File: src/verilog/lock_loop_params.svh
// register indices, field positions and reset values of the lock loop control block
`ifndef LOCK_LOOP_PARAMS_SVH
`define LOCK_LOOP_PARAMS_SVH

`define IDX_L1_CONTROL 10'h171
`define IDX_L1_FORCED 10'h177
`define IDX_L1_STATUS 10'h178
`define IDX_L2_CONTROL 10'h191
`define IDX_L2_FORCED 10'h197
`define IDX_L2_STATUS 10'h198
`define IDX_L2_GAIN 10'h199
`define IDX_SYNC_ENABLE 10'h1a1
`define IDX_SYNC_INTEGER 10'h1a2
`define IDX_SYNC_NUMERATOR 10'h1a3
`define IDX_SYNC_DENOMINATOR 10'h1a4
`define IDX_SYNC_RATIO 10'h1a5
`define IDX_SYNC_REF_SELECT 10'h1a6
`define IDX_SYNC_GAIN_BW 10'h1a7
`define IDX_CLOCK_ROUTE 10'h1b0

`define ON_BIT 0
`define FREE_RUN_BIT 1
`define APPLY_BIT 15
`define VALID_BIT 15
`define GAIN_MSB 5
`define GAIN_LSB 2
`define OSC_DIV_MSB 10
`define OSC_DIV_LSB 8
`define REF_DIV_MSB 7
`define REF_DIV_LSB 6
`define REF_SRC_MSB 3
`define REF_SRC_LSB 0
`define BW_BIT 0

`define L1_FORCED_RST 12'h281
`define L2_FORCED_RST 12'h000
`define FREE_RUN_RST 1'b1
`define BW_RST 1'b1

`endif

File: src/verilog/lock_loop_pkg.sv
// types of the lock loop control block
package lock_loop_pkg;

    typedef enum logic [1:0] {
        LOOP_OFF = 2'b00,
        LOOP_TRACK = 2'b01,
        LOOP_FREE = 2'b11
    } loop_state_t;

    typedef struct packed {
        loop_state_t st;
        logic on;
        logic free_run;
        logic [11:0] forced;
        logic [11:0] integ;
        logic ran;
        logic valid;
    } loop_t;

    typedef struct packed {
        logic loop2_sync_on;
        logic [9:0] loop2_sync_integer;
        logic [15:0] loop2_sync_numerator;
        logic [15:0] loop2_sync_denominator;
        logic [2:0] loop2_sync_osc_divider;
        logic [1:0] loop2_sync_ref_divider;
        logic [3:0] loop2_sync_ref_source;
        logic [3:0] loop2_sync_gain_code;
        logic loop2_sync_bandwidth_sel;
    } sync_cfg_t;

    typedef struct packed {
        loop_t [1:0] loop;
        logic [3:0] loop2_gain_code;
        sync_cfg_t sync;
        logic [1:0] sys_src;
        logic [1:0] async_src;
        logic [1:0] ref_m;
        logic [1:0] ref_s;
        logic ack;
        logic [31:0] dat;
        logic [8:0] gain2_val;
        logic [8:0] sync_gain_val;
        logic [4:0] osc_div_val;
        logic [3:0] ref_div_val;
        logic src_ok;
    } state_t;

endpackage : lock_loop_pkg

File: src/verilog/lock_loop_sync_and_freerun_ctrl.sv
// lock loop synchroniser settings, free-running control and integrator model
//
// Design decision made here: the Wishbone slave port.
`include "lock_loop_params.svh"
`timescale 1ns/1ps

module lock_loop_sync_and_freerun_ctrl
    import lock_loop_pkg::*;
(
    input wire logic clk_i,
    input wire logic rst_i,
    input wire logic ce_i,
    input wire logic [11:0] adr_i,
    input wire logic [31:0] dat_i,
    input wire logic [3:0] sel_i,
    input wire logic we_i,
    input wire logic cyc_i,
    input wire logic stb_i,
    output logic [31:0] dat_o,
    output logic ack_o,
    input wire logic [1:0] ref_present_i,
    input wire logic [1:0][11:0] loop_error_i,
    output logic [1:0] loop_on_o,
    output logic [1:0] loop_free_running_o,
    output logic [1:0][11:0] loop_integrator_o,
    output logic [8:0] loop2_gain_o,
    output sync_cfg_t sync_cfg_o,
    output logic [8:0] sync_gain_o,
    output logic [4:0] sync_osc_div_o,
    output logic [3:0] sync_ref_div_o,
    output logic sync_ref_source_ok_o,
    output logic [1:0] main_system_clock_src_o,
    output logic [1:0] async_domain_clock_src_o
);

    state_t s_r;
    state_t s_nxt;
    logic [1:0] apply_hit;

    function automatic logic [8:0] gain_decode(input logic [3:0] code);
        gain_decode = code[3] ? 9'h100 : (9'h001 << code[2:0]);
    endfunction : gain_decode

    function automatic logic [15:0] merge16(input logic [15:0] old, input logic [31:0] d, input logic [3:0] sel);
        merge16 = {sel[1] ? d[15:8] : old[15:8], sel[0] ? d[7:0] : old[7:0]};
    endfunction : merge16

    function automatic logic [9:0] ctrl_idx(input int i);
        ctrl_idx = (i == 0) ? `IDX_L1_CONTROL : `IDX_L2_CONTROL;
    endfunction : ctrl_idx

    function automatic logic [9:0] forced_idx(input int i);
        forced_idx = (i == 0) ? `IDX_L1_FORCED : `IDX_L2_FORCED;
    endfunction : forced_idx

    function automatic logic [9:0] status_idx(input int i);
        status_idx = (i == 0) ? `IDX_L1_STATUS : `IDX_L2_STATUS;
    endfunction : status_idx

    always_comb begin
        logic hit;
        logic wr;
        logic [9:0] idx;
        logic [15:0] rd;
        logic [15:0] w;
        logic ref_ok;
        s_nxt = s_r;
        hit = cyc_i & stb_i & ~s_r.ack;
        wr = hit & we_i;
        idx = adr_i[11:2];
        rd = 16'h0000;
        w = 16'h0000;
        ref_ok = 1'b0;
        apply_hit = 2'b00;

        // reference presence comes from pins, so two flops first
        s_nxt.ref_m = ref_present_i;
        s_nxt.ref_s = s_r.ref_m;

        // one wait state answers every access, mapped or not
        s_nxt.ack = hit;

        // common synchroniser and gain registers
        if (idx == `IDX_L2_GAIN) begin
            rd[`GAIN_MSB:`GAIN_LSB] = s_r.loop2_gain_code;
            w = merge16(rd, dat_i, sel_i);
            if (wr) begin
                s_nxt.loop2_gain_code = w[`GAIN_MSB:`GAIN_LSB];
            end
        end else if (idx == `IDX_SYNC_ENABLE) begin
            rd[0] = s_r.sync.loop2_sync_on;
            w = merge16(rd, dat_i, sel_i);
            if (wr) begin
                s_nxt.sync.loop2_sync_on = w[0];
            end
        end else if (idx == `IDX_SYNC_INTEGER) begin
            rd[9:0] = s_r.sync.loop2_sync_integer;
            w = merge16(rd, dat_i, sel_i);
            if (wr) begin
                s_nxt.sync.loop2_sync_integer = w[9:0];
            end
        end else if (idx == `IDX_SYNC_NUMERATOR) begin
            rd = s_r.sync.loop2_sync_numerator;
            w = merge16(rd, dat_i, sel_i);
            if (wr) begin
                s_nxt.sync.loop2_sync_numerator = w;
            end
        end else if (idx == `IDX_SYNC_DENOMINATOR) begin
            rd = s_r.sync.loop2_sync_denominator;
            w = merge16(rd, dat_i, sel_i);
            if (wr) begin
                s_nxt.sync.loop2_sync_denominator = w;
            end
        end else if (idx == `IDX_SYNC_RATIO) begin
            rd[`OSC_DIV_MSB:`OSC_DIV_LSB] = s_r.sync.loop2_sync_osc_divider;
            w = merge16(rd, dat_i, sel_i);
            if (wr) begin
                s_nxt.sync.loop2_sync_osc_divider = w[`OSC_DIV_MSB:`OSC_DIV_LSB];
            end
        end else if (idx == `IDX_SYNC_REF_SELECT) begin
            rd[`REF_DIV_MSB:`REF_DIV_LSB] = s_r.sync.loop2_sync_ref_divider;
            rd[`REF_SRC_MSB:`REF_SRC_LSB] = s_r.sync.loop2_sync_ref_source;
            w = merge16(rd, dat_i, sel_i);
            if (wr) begin
                s_nxt.sync.loop2_sync_ref_divider = w[`REF_DIV_MSB:`REF_DIV_LSB];
                s_nxt.sync.loop2_sync_ref_source = w[`REF_SRC_MSB:`REF_SRC_LSB];
            end
        end else if (idx == `IDX_SYNC_GAIN_BW) begin
            rd[`GAIN_MSB:`GAIN_LSB] = s_r.sync.loop2_sync_gain_code;
            rd[`BW_BIT] = s_r.sync.loop2_sync_bandwidth_sel;
            w = merge16(rd, dat_i, sel_i);
            if (wr) begin
                s_nxt.sync.loop2_sync_gain_code = w[`GAIN_MSB:`GAIN_LSB];
                s_nxt.sync.loop2_sync_bandwidth_sel = w[`BW_BIT];
            end
        end else if (idx == `IDX_CLOCK_ROUTE) begin
            rd[3:0] = {s_r.async_src, s_r.sys_src};
            w = merge16(rd, dat_i, sel_i);
            if (wr) begin
                s_nxt.sys_src = w[1:0];
                s_nxt.async_src = w[3:2];
            end
        end

        for (int i = 0; i < 2; i++) begin
            // per-loop control, forced value and status registers
            if (idx == ctrl_idx(i)) begin
                rd[`ON_BIT] = s_r.loop[i].on;
                rd[`FREE_RUN_BIT] = s_r.loop[i].free_run;
                w = merge16(rd, dat_i, sel_i);
                if (wr) begin
                    s_nxt.loop[i].on = w[`ON_BIT];
                    s_nxt.loop[i].free_run = w[`FREE_RUN_BIT];
                end
            end else if (idx == forced_idx(i)) begin
                rd[11:0] = s_r.loop[i].forced;
                w = merge16(rd, dat_i, sel_i);
                if (wr) begin
                    s_nxt.loop[i].forced = w[11:0];
                    apply_hit[i] = sel_i[1] & dat_i[`APPLY_BIT];
                end
            end else if (idx == status_idx(i)) begin
                rd[`VALID_BIT] = s_r.loop[i].valid;
                rd[11:0] = s_r.loop[i].integ;
            end

            ref_ok = s_r.ref_s[i];
            // the integrator only accumulates while tracking; gain scaling is left to the error source
            case (s_r.loop[i].st)
                LOOP_OFF: begin
                    if (s_r.loop[i].on) begin
                        if (s_r.loop[i].free_run || !ref_ok) begin
                            s_nxt.loop[i].st = LOOP_FREE;
                            if (s_r.loop[i].free_run && !s_r.loop[i].ran) begin
                                s_nxt.loop[i].integ = s_r.loop[i].forced;
                            end
                        end else begin
                            s_nxt.loop[i].st = LOOP_TRACK;
                        end
                    end
                end
                LOOP_TRACK: begin
                    if (!s_r.loop[i].on) begin
                        s_nxt.loop[i].st = LOOP_OFF;
                    end else if (s_r.loop[i].free_run || !ref_ok) begin
                        s_nxt.loop[i].st = LOOP_FREE;
                    end else begin
                        s_nxt.loop[i].integ = s_r.loop[i].integ + loop_error_i[i];
                        s_nxt.loop[i].ran = 1'b1;
                    end
                end
                LOOP_FREE: begin
                    if (!s_r.loop[i].on) begin
                        s_nxt.loop[i].st = LOOP_OFF;
                    end else if (!s_r.loop[i].free_run && ref_ok) begin
                        s_nxt.loop[i].st = LOOP_TRACK;
                    end
                    // integrator held otherwise
                    if (s_r.loop[i].free_run && apply_hit[i]) begin
                        s_nxt.loop[i].integ = s_nxt.loop[i].forced;
                    end
                end
                default: begin
                    s_nxt.loop[i].st = LOOP_OFF;
                end
            endcase

            // valid only once a held value has settled in free-run
            s_nxt.loop[i].valid = (s_r.loop[i].st == LOOP_FREE) && (s_nxt.loop[i].st == LOOP_FREE)
                && s_nxt.loop[i].free_run;
        end

        s_nxt.dat = {16'h0000, rd};

        // decoded settings, registered so outputs come from flops
        s_nxt.gain2_val = gain_decode(s_nxt.loop2_gain_code);
        s_nxt.sync_gain_val = gain_decode(s_nxt.sync.loop2_sync_gain_code);
        s_nxt.osc_div_val = s_nxt.sync.loop2_sync_osc_divider[2] ? 5'h10
            : (5'h01 << s_nxt.sync.loop2_sync_osc_divider[1:0]);
        s_nxt.ref_div_val = 4'h1 << s_nxt.sync.loop2_sync_ref_divider;
        s_nxt.src_ok = s_nxt.sync.loop2_sync_ref_source[3]
            || (s_nxt.sync.loop2_sync_ref_source[3:1] == 3'h0)
            || (s_nxt.sync.loop2_sync_ref_source[3:1] == 3'h2);

        if (rst_i) begin
            s_nxt = '0;
            s_nxt.loop[0].free_run = `FREE_RUN_RST;
            s_nxt.loop[1].free_run = `FREE_RUN_RST;
            s_nxt.loop[0].forced = `L1_FORCED_RST;
            s_nxt.loop[1].forced = `L2_FORCED_RST;
            s_nxt.sync.loop2_sync_bandwidth_sel = `BW_RST;
            s_nxt.gain2_val = 9'h001;
            s_nxt.sync_gain_val = 9'h001;
            s_nxt.osc_div_val = 5'h01;
            s_nxt.ref_div_val = 4'h1;
            s_nxt.src_ok = 1'b1;
        end
    end

    // reset acts even while the clock enable is low
    always_ff @(posedge clk_i) begin
        if (ce_i || rst_i) begin
            s_r <= s_nxt;
        end
    end

    assign dat_o = s_r.dat;
    assign ack_o = s_r.ack;
    assign sync_cfg_o = s_r.sync;
    assign loop2_gain_o = s_r.gain2_val;
    assign sync_gain_o = s_r.sync_gain_val;
    assign sync_osc_div_o = s_r.osc_div_val;
    assign sync_ref_div_o = s_r.ref_div_val;
    assign sync_ref_source_ok_o = s_r.src_ok;
    assign main_system_clock_src_o = s_r.sys_src;
    assign async_domain_clock_src_o = s_r.async_src;

    for (genvar g = 0; g < 2; g++) begin : g_loop_out
        assign loop_on_o[g] = s_r.loop[g].on;
        // free is the only reachable state with the top bit set, so no gate after the flop
        assign loop_free_running_o[g] = s_r.loop[g].st[1];
        assign loop_integrator_o[g] = s_r.loop[g].integ;
    end

    property p_gain_decode;
        @(posedge clk_i) disable iff (rst_i)
        ce_i && !s_r.loop2_gain_code[3] |=> loop2_gain_o == (9'h001 << $past(s_r.loop2_gain_code[2:0]))
            || !ce_i || $past(cyc_i && stb_i && we_i);
    endproperty
    a_gain_decode: assert property (p_gain_decode) else $error("loop gain decode wrong");

    property p_osc_div;
        @(posedge clk_i) disable iff (rst_i)
        s_r.sync.loop2_sync_osc_divider[2] |-> sync_osc_div_o == 5'h10;
    endproperty
    a_osc_div: assert property (p_osc_div) else $error("oscillator divider decode wrong");

    property p_reset_values;
        @(posedge clk_i)
        $past(rst_i) && !rst_i |-> s_r.loop[0].free_run && s_r.loop[1].free_run
            && s_r.sync.loop2_sync_bandwidth_sel && !s_r.sync.loop2_sync_on && s_r.loop[0].forced == 12'h281;
    endproperty
    a_reset_values: assert property (p_reset_values) else $error("reset values wrong");

    property p_free_hold;
        @(posedge clk_i) disable iff (rst_i)
        ce_i && s_r.loop[0].st == LOOP_FREE && !apply_hit[0] |=> $stable(s_r.loop[0].integ);
    endproperty
    a_free_hold: assert property (p_free_hold) else $error("integrator moved in free-run");

    property p_enter_keeps;
        @(posedge clk_i) disable iff (rst_i)
        ce_i && s_r.loop[1].st == LOOP_TRACK && s_r.loop[1].on && s_r.loop[1].free_run
            |=> s_r.loop[1].st == LOOP_FREE && $stable(s_r.loop[1].integ);
    endproperty
    a_enter_keeps: assert property (p_enter_keeps) else $error("entering free-run changed integrator");

    property p_ref_loss;
        @(posedge clk_i) disable iff (rst_i)
        ce_i && s_r.loop[0].st == LOOP_TRACK && s_r.loop[0].on && !s_r.ref_s[0] |=> s_r.loop[0].st == LOOP_FREE;
    endproperty
    a_ref_loss: assert property (p_ref_loss) else $error("lost reference did not free-run");

    property p_apply;
        @(posedge clk_i) disable iff (rst_i)
        ce_i && apply_hit[0] && s_r.loop[0].free_run && s_r.loop[0].st == LOOP_FREE
            |=> s_r.loop[0].integ == s_r.loop[0].forced;
    endproperty
    a_apply: assert property (p_apply) else $error("forced integrator not applied");

    property p_cold_start;
        @(posedge clk_i) disable iff (rst_i)
        ce_i && s_r.loop[1].st == LOOP_OFF && s_r.loop[1].on && s_r.loop[1].free_run && !s_r.loop[1].ran
            |=> s_r.loop[1].integ == s_r.loop[1].forced;
    endproperty
    a_cold_start: assert property (p_cold_start) else $error("cold start did not load forced value");

    property p_valid;
        @(posedge clk_i) disable iff (rst_i)
        s_r.loop[0].valid |-> s_r.loop[0].free_run && s_r.loop[0].st == LOOP_FREE;
    endproperty
    a_valid: assert property (p_valid) else $error("readback valid outside free-run");

    property p_ack;
        @(posedge clk_i) disable iff (rst_i)
        ce_i && cyc_i && stb_i && !ack_o |=> ack_o;
    endproperty
    a_ack: assert property (p_ack) else $error("bus access not acknowledged");

endmodule : lock_loop_sync_and_freerun_ctrl

File: config.mk
export PLATFORM = sky130hd
export DESIGN_NAME = lock_loop_sync_and_freerun_ctrl
export DESIGN_NICKNAME = d
export VERILOG_FILES = /design/src/verilog/lock_loop_pkg.sv /design/src/verilog/lock_loop_sync_and_freerun_ctrl.sv
export VERILOG_INCLUDE_DIRS = /design/src /design/src/verilog
export SDC_FILE = /design/constraint.sdc
export NUM_CORES = 1
export LEC_CHECK = 0
export BUFFER_PORTS_ARGS = -buffer_cell sky130_fd_sc_hd__buf_4
export CAP_MARGIN = 5
export CORE_UTILIZATION = 46
export DETAILED_ROUTE_END_ITERATION = 12
export PLACE_DENSITY = 0.72
export SLEW_MARGIN = 0
export SYNTH_ARGS = -nofsm -noshare
export SYNTH_HDL_FRONTEND = slang
export SYNTH_SLANG_ARGS = --single-unit
File: constraint.sdc
create_clock -name clk_i -period 5.3 [get_ports clk_i]
set_input_delay 0.53 -clock clk_i [delete_from_list [all_inputs] [get_ports clk_i]]
set_output_delay 0.53 -clock clk_i [all_outputs]
set_load 0.02 [all_outputs]
# After elaboration in Yosys (flattened, before gate mapping)
# Cells that the tools add are included.
dict set report word_totals {
  register_bits 190
  latchBits 0
  ramBits 0
  rom_bits 0
  input_bits 80
  output_inout_bits 150
  wordCells 292
  memories 0
}
dict set report classes {
  add_sub_neg 2
  n_mul 0
  div_mod_pow 0
  magnitude_cmp 0
  n_eq_ne 44
  shifts 4
  muxes 133
  n_bitwise 5
  n_reduce_logical 61
}
# operator count
set ops {}
lappend ops {{2-to-1 mux 12 bit} 18}
lappend ops {{== test 10 x 9 -> 1 bit, second input constant} 15}
lappend ops {{2-to-1 mux 10 bit} 8}
lappend ops {{2-to-1 mux 4 bit} 19}
lappend ops {{one-hot mux 12 bit (3 select lines)} 2}
lappend ops {{2-to-1 mux 16 bit} 4}
lappend ops {{2-to-1 mux 61 bit} 1}
lappend ops {{2-to-1 mux 60 bit} 1}
lappend ops {{2-to-1 mux 13 bit} 4}
lappend ops {{2-to-1 mux 2 bit} 26}
lappend ops {{2-to-1 mux 50 bit} 1}
lappend ops {{2-to-1 mux 8 bit} 6}
lappend ops {{2-to-1 mux 15 bit} 3}
lappend ops {{inequality test 3 bit, second input constant} 12}
lappend ops {{2-to-1 mux 34 bit} 1}
lappend ops {{AND reduction 8 bit} 4}
lappend ops {{nonzero test 2 bit} 16}
lappend ops {{2-to-1 mux 6 bit} 5}
lappend ops {{2-to-1 mux 9 bit} 3}
lappend ops {{adder 12 bit} 2}
lappend ops {{2-to-1 mux 5 bit} 4}
lappend ops {{inequality test 2 bit, second input constant} 10}
lappend ops {{2-to-1 mux 1 bit} 19}
lappend ops {{2-to-1 mux 18 bit} 1}
lappend ops {{25 further kinds} 64}

# Depth between registers and ports, before layout
# Gate-level depths: netlist of the first run.
dict set report logic_depth {
  ltp_word 27
  depth_mapped 9
  depth_no_buf 7
}

# Worst setup path before layout of the first run
# OpenSTA, ideal clock, no wires.
dict set report synth_timing {
  kind {input to register}
  from {in adr_i[11]}
  to {reg s_r (netlist bit loop_integrator_o[12]), enable pin}
  setup_time_ps 398
  arrival_ps 2743
  required_time_ps 4902
  path_slack_ps 2160
  path_stages 7
  cell_sequence {clkbuf_1 > nand4bb_1 > buf_2 > nor4_1 > buf_2 > a41oi_1 > o21ai_0}
}
dict set report synth_between {
  elab_chain_len 6
}
# item line_no
set synth_lines {}
lappend synth_lines {{start, declared} lock_loop_sync_and_freerun_ctrl.sv:13} ;# input wire logic [11:0] adr_i,
lappend synth_lines {{== test 10 x 9 -> 1 bit} lock_loop_sync_and_freerun_ctrl.sv:155} ;# end else if (idx == forced_idx(i)) begin
lappend synth_lines {{2-to-1 mux 1 bit} lock_loop_sync_and_freerun_ctrl.sv:155}
lappend synth_lines {{2-to-1 mux 1 bit *} lock_loop_sync_and_freerun_ctrl.sv:147} ;# if (idx == ctrl_idx(i)) begin
lappend synth_lines {{logical AND 1 bit *} lock_loop_sync_and_freerun_ctrl.sv:199} ;# if (s_r.loop[i].free_run && apply_hit[i]) begin
lappend synth_lines {{inequality test 3 bit (no line) *} --}
lappend synth_lines {{AND reduction 8 bit (no line) *} --}
lappend synth_lines {{end signal, assigned} lock_loop_sync_and_freerun_ctrl.sv:243} ;# s_r <= s_nxt;
lappend synth_lines {{end, declared} lock_loop_sync_and_freerun_ctrl.sv:36} ;# state_t s_r;
# Every way passes the cells marked *; elsewhere a longest branch is shown, timed or not.
# A chain may end at the register's enable or synchronous reset.

# Worst setup path after layout of the first run
dict set report layout_timing {
  from {reg s_r (netlist bit ack_o)}
  to {reg s_r (netlist bit sync_cfg_o[37]), enable pin}
}
dict set report layout_between {
  elab_chain_len 5
}
# item line_no
set layout_lines {}
lappend layout_lines {{NOT 1 bit} lock_loop_sync_and_freerun_ctrl.sv:68} ;# hit = cyc_i & stb_i & ~s_r.ack;
lappend layout_lines {{bitwise AND 1 bit} lock_loop_sync_and_freerun_ctrl.sv:68}
lappend layout_lines {{bitwise AND 1 bit} lock_loop_sync_and_freerun_ctrl.sv:69} ;# wr = hit & we_i;
lappend layout_lines {{nonzero test 2 bit (no line)} --}
lappend layout_lines {{AND reduction 7 bit (no line)} --}
# Every way passes these cells.

==> results.toml, run 1 <==
[clocking]
clock_path_buffers = 2
numClockSinks = 171
hold_buffers = 0
post_cts_buffers = 0
numCtsBuffers = 17
root_buffer = "clkbuf_16"
clk_pin_slew_ns = 0.07
worstSkewPairLatency_ns = 0.44
cts_max_level = 4
cts_resized = 0
cts_tree = "done"

[worst_setup_path]
critical_path_arrival_ns = 3.13
path_class = "reg -> reg"
slowest_stage = "o31ai_1"
r2r-end = "sync_cfg_o[37]"
critPathMaxFanout = 25
crit_end = "sync_cfg_o[37]"
critical-path-top-delay-family = "simple AND/OR/NAND/NOR gates"
path_cells = "and4b_1, and2_0, buf_4, nand2_1, o31ai_1, buf_4"
reg2reg_from = "ack_o"
cp.required_ns = 5.45
cpMostUsedCell = "buf_4"
startpoint_type = "flip-flop"
cp.depth = 6
cp.buffers_inverters = 2
cp-startpoint = "ack_o"
reg2reg_slack_ns = 2.32
max_stage_delay_ns = 0.80
r2r_cells = 6
endpoint_kind = "flip-flop"

[power_and_ir_drop]
finalPower_mw = 3.63
p_leak_nw = 4.81
powerDensity_nw_per_um2 = 287
max-vdd-ir-drop_mv = 0.192

[placement]
io_buffers = 193
dp_hpwl_um = 24700
gp_congestion = 0.953
postPlaceCellArea_um2 = 12100

[yosys]
yosysTopAreaCellShare_pct = 44.9
synth_top_family_by_area = "simple AND/OR/NAND/NOR gates"
yosys.area_share.simple_pct = 18.2
syn_avg_cell_area_um2 = 9.85
ys.warnings.count = 0
synth_compound_area_share_pct = 18.1
synth_fa_ha_area_share_pct = 2.76
muxShareOfSynthArea_pct = 2.05
synth_xor_xnor_area_share_pct = 1.15
yosysTopAreaCell = "edfxtp_1"
synthTopCellsByArea = "edfxtp_1 45%, buf_4 9.8%, a21oi_1 3.5%, o21ai_0 2.9%, nand2_1 2.7%"
synthArstFlopShare_pct = 0
syn-cell-area_um2 = 11400
synth_cell_type_count = 85
syn_inst = 1161
yosysSeqAreaShare_pct = 44.9
synth_edf_count = 171
synth-seq-cells = 171
synthFlopType = "edfxtp_1"

[sta]
finalMaxSlewViolations = 0
slew_headroom_pct = 22.3
fin_crit_ns = 2.98
hold_viol_final = 0
period_share_pct = 56.2
setup_viol_count_final = 0
worst_slew_pin_slew_ns = 1.17
rsz0062_at_grt = "no"
max_freq_ghz = 0.336
clock-skew-final_ns = 0.00989
fin_setup_tns_ns = 0
whs_ns = 0.380

[routing]
drt-initial-drc-count = 1512
routed_wl_um = 34900
post_drt_wl_per_cell_um = 22.9
drc = 0
route.detailed.vias_per_inst = 6.32
vias = 9616
drt_first_pass_iters = 6
ant_nets = 0

[die]
core_um2 = 24300
io_pins = 230
die-area_um2 = 25500
initial_utilization_pct = 47.0
rows = 57
die_h_um = 160
die_w_um = 160

[grt]
overflow = 0
grtUsageTotal_pct = 27.1
grt_pass1_wl_um = 52900
first_global_vias = 8949
antenna_found_initial = 1
grt_max_degree = 81

[outcome]
status = "finished clean"

[flow_run]
maxCapViolCount = 0

[cells_and_area]
seq_area_um2 = 5130
layout_commonest_cell = "buf_4"
syn_to_final_growth_pct = 10.6
final_cell_mix = "207 x buf_4, 171 x edfxtp_1, 83 x nand2_1"
multi_input_comb_area_um2 = 4910
num-fill-cells = 2218
drive_gt1_share_pct = 21.9
nets = 1288
fin_area_um2 = 12600

[min_path]
worstHoldPathType = "in -> reg"
-- how the worst min path moves through the flow --
stage	from	cells after the start	slack, ns	endpoint
6_report	dat_i[14]	2	0.38	sync_cfg_o[28]
5_1_grt	dat_i[14]	2	0.38	sync_cfg_o[28]
4_1_cts	dat_i[14]	2	0.37	sync_cfg_o[28]
3_5_place_dp	s_r[64]	1	0.53	s_r[62]
3_3_place_gp	s_r[64]	1	0.52	s_r[62]
2_1_floorplan	s_r[63]	1	0.51	s_r[61]
-- Yosys cell counts (all sizes together), types with 5 or more instances --
| master | number |
|---|---|
| o31ai | 10 |
| nand2 | 83 |
| o211ai | 9 |
| and3 | 36 |
| clkbuf | 48 |
| nor3b | 6 |
| nor2 | 76 |
| a22oi | 23 |
| buf | 170 |
| edfxtp | 171 |
| a21o | 16 |
| nand4 | 7 |
| mux2i | 20 |
| and2 | 22 |
| inv | 16 |
| nor3 | 28 |
| a21oi | 81 |
| ha | 22 |
| nand4b | 5 |
| xor2 | 7 |
| nand3 | 34 |
| o2bb2ai | 8 |
| a31oi | 12 |
| a211oi | 14 |
| nor2b | 17 |
| nand2b | 13 |
| a32oi | 11 |
| o21a | 5 |
| o21ai | 68 |
| xnor2 | 8 |
| nand3b | 5 |
| nor4 | 8 |
| a221oi | 6 |
| o22ai | 12 |
-- cells by family (layout without fill, tap and decap cells) --
family          Yosys count  count (layout)
fa+ha+maj                24              24
xor+xnor                 15              15
compound gates          316             316
other cells               1              17
flops                   171             171
buf+inv                 235             256
mux                      23              23
simple gates            376             376
-- layout make-up --
type | instances | share of cell area, %
clock inverter | 15 | 1.23
multi-input combinational | 770 | 38.8
timing repair buffer | 207 | 12.3
antenna | 1 | 0.0198
sequential | 171 | 40.6
inverter | 17 | 0.505
tap | 324 | 3.21
clock buffer | 17 | 3.36
-- metrics by stage --
step	util [%]	std cells	worst slack, ns
3_5_place_dp	49.6	1489	2.04
4_1_cts	52.0	1521	2.19
3_3_place_gp	49.6	1489	2.09
2_1_floorplan	-	1176	2.16
6_report	52.0	1522	2.32
5_1_grt	52.0	1521	2.18
-- per-layer routing --
| metal | vias up | routed length, um | track usage (%) |
|---|---|---|---|
| met4 | 0 | 1190 | 10.9 |
| met3 | 98 | 4150 | 5.95 |
| met5 | - | 0 | 0 |
| li1 | 4254 | - | - |
| met2 | 657 | 16000 | 41.7 |
| met1 | 4607 | 13600 | 37.0 |
-- registers in the layout, summed over array words and instances, names as in the netlist --
| register | cells |
|---|---|
| ack_o | 1 |
| async_domain_clock_src_o | 2 |
| dat_o | 16 |
| loop2_gain_o | 8 |
| loop_free_running_o | 2 |
| loop_integrator_o | 24 |
| loop_on_o | 2 |
| main_system_clock_src_o | 2 |
| s_r | 40 |
| sync_cfg_o | 57 |
| sync_gain_o | 8 |
| sync_osc_div_o | 4 |
| sync_ref_div_o | 4 |
| sync_ref_source_ok_o | 1 |
-- where the power goes --
group / internal, mW / switching (mW) / leakage [nW]
Sequential: 1.60 / 0.0925 / 1.77
Combinational: 0.262 / 0.408 / 2.75
Clock: 0.732 / 0.536 / 0.287
Note: power is estimated with default switching activity, not from simulation.
==> run 2: changes to the inputs <==
--- a/config.mk
+++ b/config.mk
@@ -6,6 +6,7 @@
 export SDC_FILE = /design/constraint.sdc
 export NUM_CORES = 1
 export LEC_CHECK = 0
+export ABC_AREA = 1
 export BUFFER_PORTS_ARGS = -buffer_cell sky130_fd_sc_hd__buf_4
 export CAP_MARGIN = 5
 export CORE_UTILIZATION = 46
==> constraint.sdc (replaced) <==
create_clock -name clk_i -period 2.95 [get_ports clk_i]
set_input_delay 0.295 -clock clk_i [delete_from_list [all_inputs] [get_ports clk_i]]
set_output_delay 0.295 -clock clk_i [all_outputs]
set_load 0.02 [all_outputs]
==> results.toml, run 2 <==
[sta]
finalMaxSlewViolations = 0
period_share_pct = 84.1
max_freq_ghz = 0.403
slew_headroom_pct = 26.5
fin_setup_tns_ns = 0
rsz0062_at_grt = "no"
setup_viol_count_final = 0
clock-skew-final_ns = 0.00663
fin_crit_ns = 2.48
hold_viol_final = 0
worst_slew_pin_slew_ns = 1.10

[power_and_ir_drop]
max-vdd-ir-drop_mv = 0.317
p_leak_nw = 5.63
powerDensity_nw_per_um2 = 505
finalPower_mw = 6.31

[yosys]
yosysTopAreaCellShare_pct = 46.4
synthArstFlopShare_pct = 0
synthTopCellsByArea = "edfxtp_1 46%, buf_4 10%, nand2_1 7.5%, nor2_1 6.3%, inv_1 5.7%"
yosysSeqAreaShare_pct = 46.4
synth_common_cells = "220 x nand2_1, 185 x nor2_1, 171 x edfxtp_1"
synth-seq-cells = 171
synth_cell_type_count = 52
synthFlopType = "edfxtp_1"
yosysTopAreaCell = "edfxtp_1"
syn-cell-area_um2 = 11100
syn_inst = 1315
ys.warnings.count = 0
syn_avg_cell_area_um2 = 8.42
yosysMostFrequentCell = "nand2_1"
synth_edf_count = 171

[cells_and_area]
final_cell_mix = "223 x buf_4, 219 x nand2_1, 185 x nor2_1"
largest_reg_flops = 57
nets = 1495
drive_gt1_share_pct = 21.7
syn_to_final_growth_pct = 12.9
n_antenna_cell = 0
layout_commonest_cell = "buf_4"
fin_area_um2 = 12500
num-fill-cells = 2195

[die]
die_w_um = 157
io_pins = 230
core_um2 = 23500
die_h_um = 157
initial_utilization_pct = 47.0
die-area_um2 = 24700
rows = 56

[outcome]
status = "finished clean"

[grt]
overflow = 0
grt_pass1_wl_um = 47400
first_global_vias = 8489
antenna_found_initial = 0
grtUsageTotal_pct = 26.2
grt_max_degree = 63

[min_path]
hold_end = "s_r[64]"
hold_depth = 3
min_from = "ref_present_i[1]"
worstHoldPathType = "in -> reg"

[worst_setup_path]
path_class = "reg -> reg"
reg2reg_slack_ns = 0.47
r2r-end = "sync_cfg_o[48]"
endpoint_kind = "flip-flop"
critical_path_arrival_ns = 2.62
startpoint_type = "flip-flop"
critPathMaxFanout = 8
cp.required_ns = 3.09
r2r_cells = 10
reg2reg_from = "ack_o"

[routing]
ant_nets = 0
drc = 0
drt-initial-drc-count = 1043
post_drt_wl_per_cell_um = 18.5
drt_first_pass_iters = 5
route.detailed.vias_per_inst = 5.39
vias = 9280
routed_wl_um = 32000

[clocking]
post_cts_buffers = 0
numClockSinks = 171
clk_pin_slew_ns = 0.07
cts_resized = 0
cts_max_level = 4
numCtsBuffers = 17
root_buffer = "clkbuf_16"
clock_path_buffers = 2
worstSkewPairLatency_ns = 0.43
cts_tree = "done"
hold_buffers = 0

[placement]
gp_congestion = 0.941
io_buffers = 193
dp_hpwl_um = 24900
postPlaceCellArea_um2 = 12000

[flow_run]
maxCapViolCount = 0
-- run 2: area by class of cell --
cell class | count | area (um^2) | share of cell area [%]
Sequential cell | 171 | 5130 | 41.1
Multi-Input combinational cell | 795 | 4040 | 32.3
Timing Repair Buffer | 225 | 1710 | 13.7
Inverter | 181 | 682 | 5.45
Clock buffer | 21 | 440 | 3.52
Tap cell | 319 | 399 | 3.19
Clock inverter | 11 | 95.1 | 0.761
-- run 2: logic make-up (layout without fill, tap and decap cells) --
| group | count (synthesis) | after routing | share of synthesized area [%] |
|---|---|---|---|
| flops | 171 | 171 | 46.4 |
| simple gates | 540 | 540 | 21.4 |
| xor+xnor | 2 | 2 | 0.158 |
| other cells | 1 | 16 | 0.0339 |
| mux | 3 | 3 | 0.271 |
| buf+inv | 364 | 438 | 17.8 |
| compound gates | 210 | 210 | 11.1 |
| fa+ha+maj | 24 | 24 | 2.85 |
-- run 2: layer usage --
layer,GRT usage (%),wire [um]
met5,0,0
met3,4.30,3170
met2,41.0,14500
met4,14.2,1530
met1,34.6,12800
-- run 2: worst max-delay path by stage --
stage / from / to / slack [ns]
2_1_floorplan: ack_o / loop_integrator_o[0] / 0.29
3_5_place_dp: rst_i / loop_integrator_o[12] / 0.35
4_1_cts: ack_o / sync_cfg_o[22] / 0.47
3_3_place_gp: rst_i / loop_integrator_o[12] / 0.41
5_1_grt: ack_o / sync_cfg_o[53] / 0.23
6_report: ack_o / sync_cfg_o[48] / 0.47
-- run 2: stage by stage --
stage	hold slack [ns]	utilization (%)	cells	worst slack, ns
after detailed placement	0.524	50.8	1691	0.350
after CTS	0.140	53.1	1723	0.474
after floorplan	0.490	-	1330	0.293
after global routing	0.170	53.1	1723	0.229
after global placement	0.510	50.8	1691	0.410
final	0.146	53.1	1723	0.469
-- run 2: where the power goes --
| part | switching (mW) | internal [mW] |
|---|---|---|
| clock | 0.930 | 1.16 |
| combinational | 0.773 | 0.447 |
| sequential | 0.135 | 2.87 |
-- run 2: worst max-delay path: stages, from the launching register on --
cell and delay (ns):
edfxtp_1 0.40, nor2_1 0.18, nand3_1 0.13, nor2_4 0.30, inv_2 0.06, o21ai_0 0.14
inv_1 0.18, nor2_1 0.17, inv_1 0.14, nor2_1 0.26, buf_4 0.23
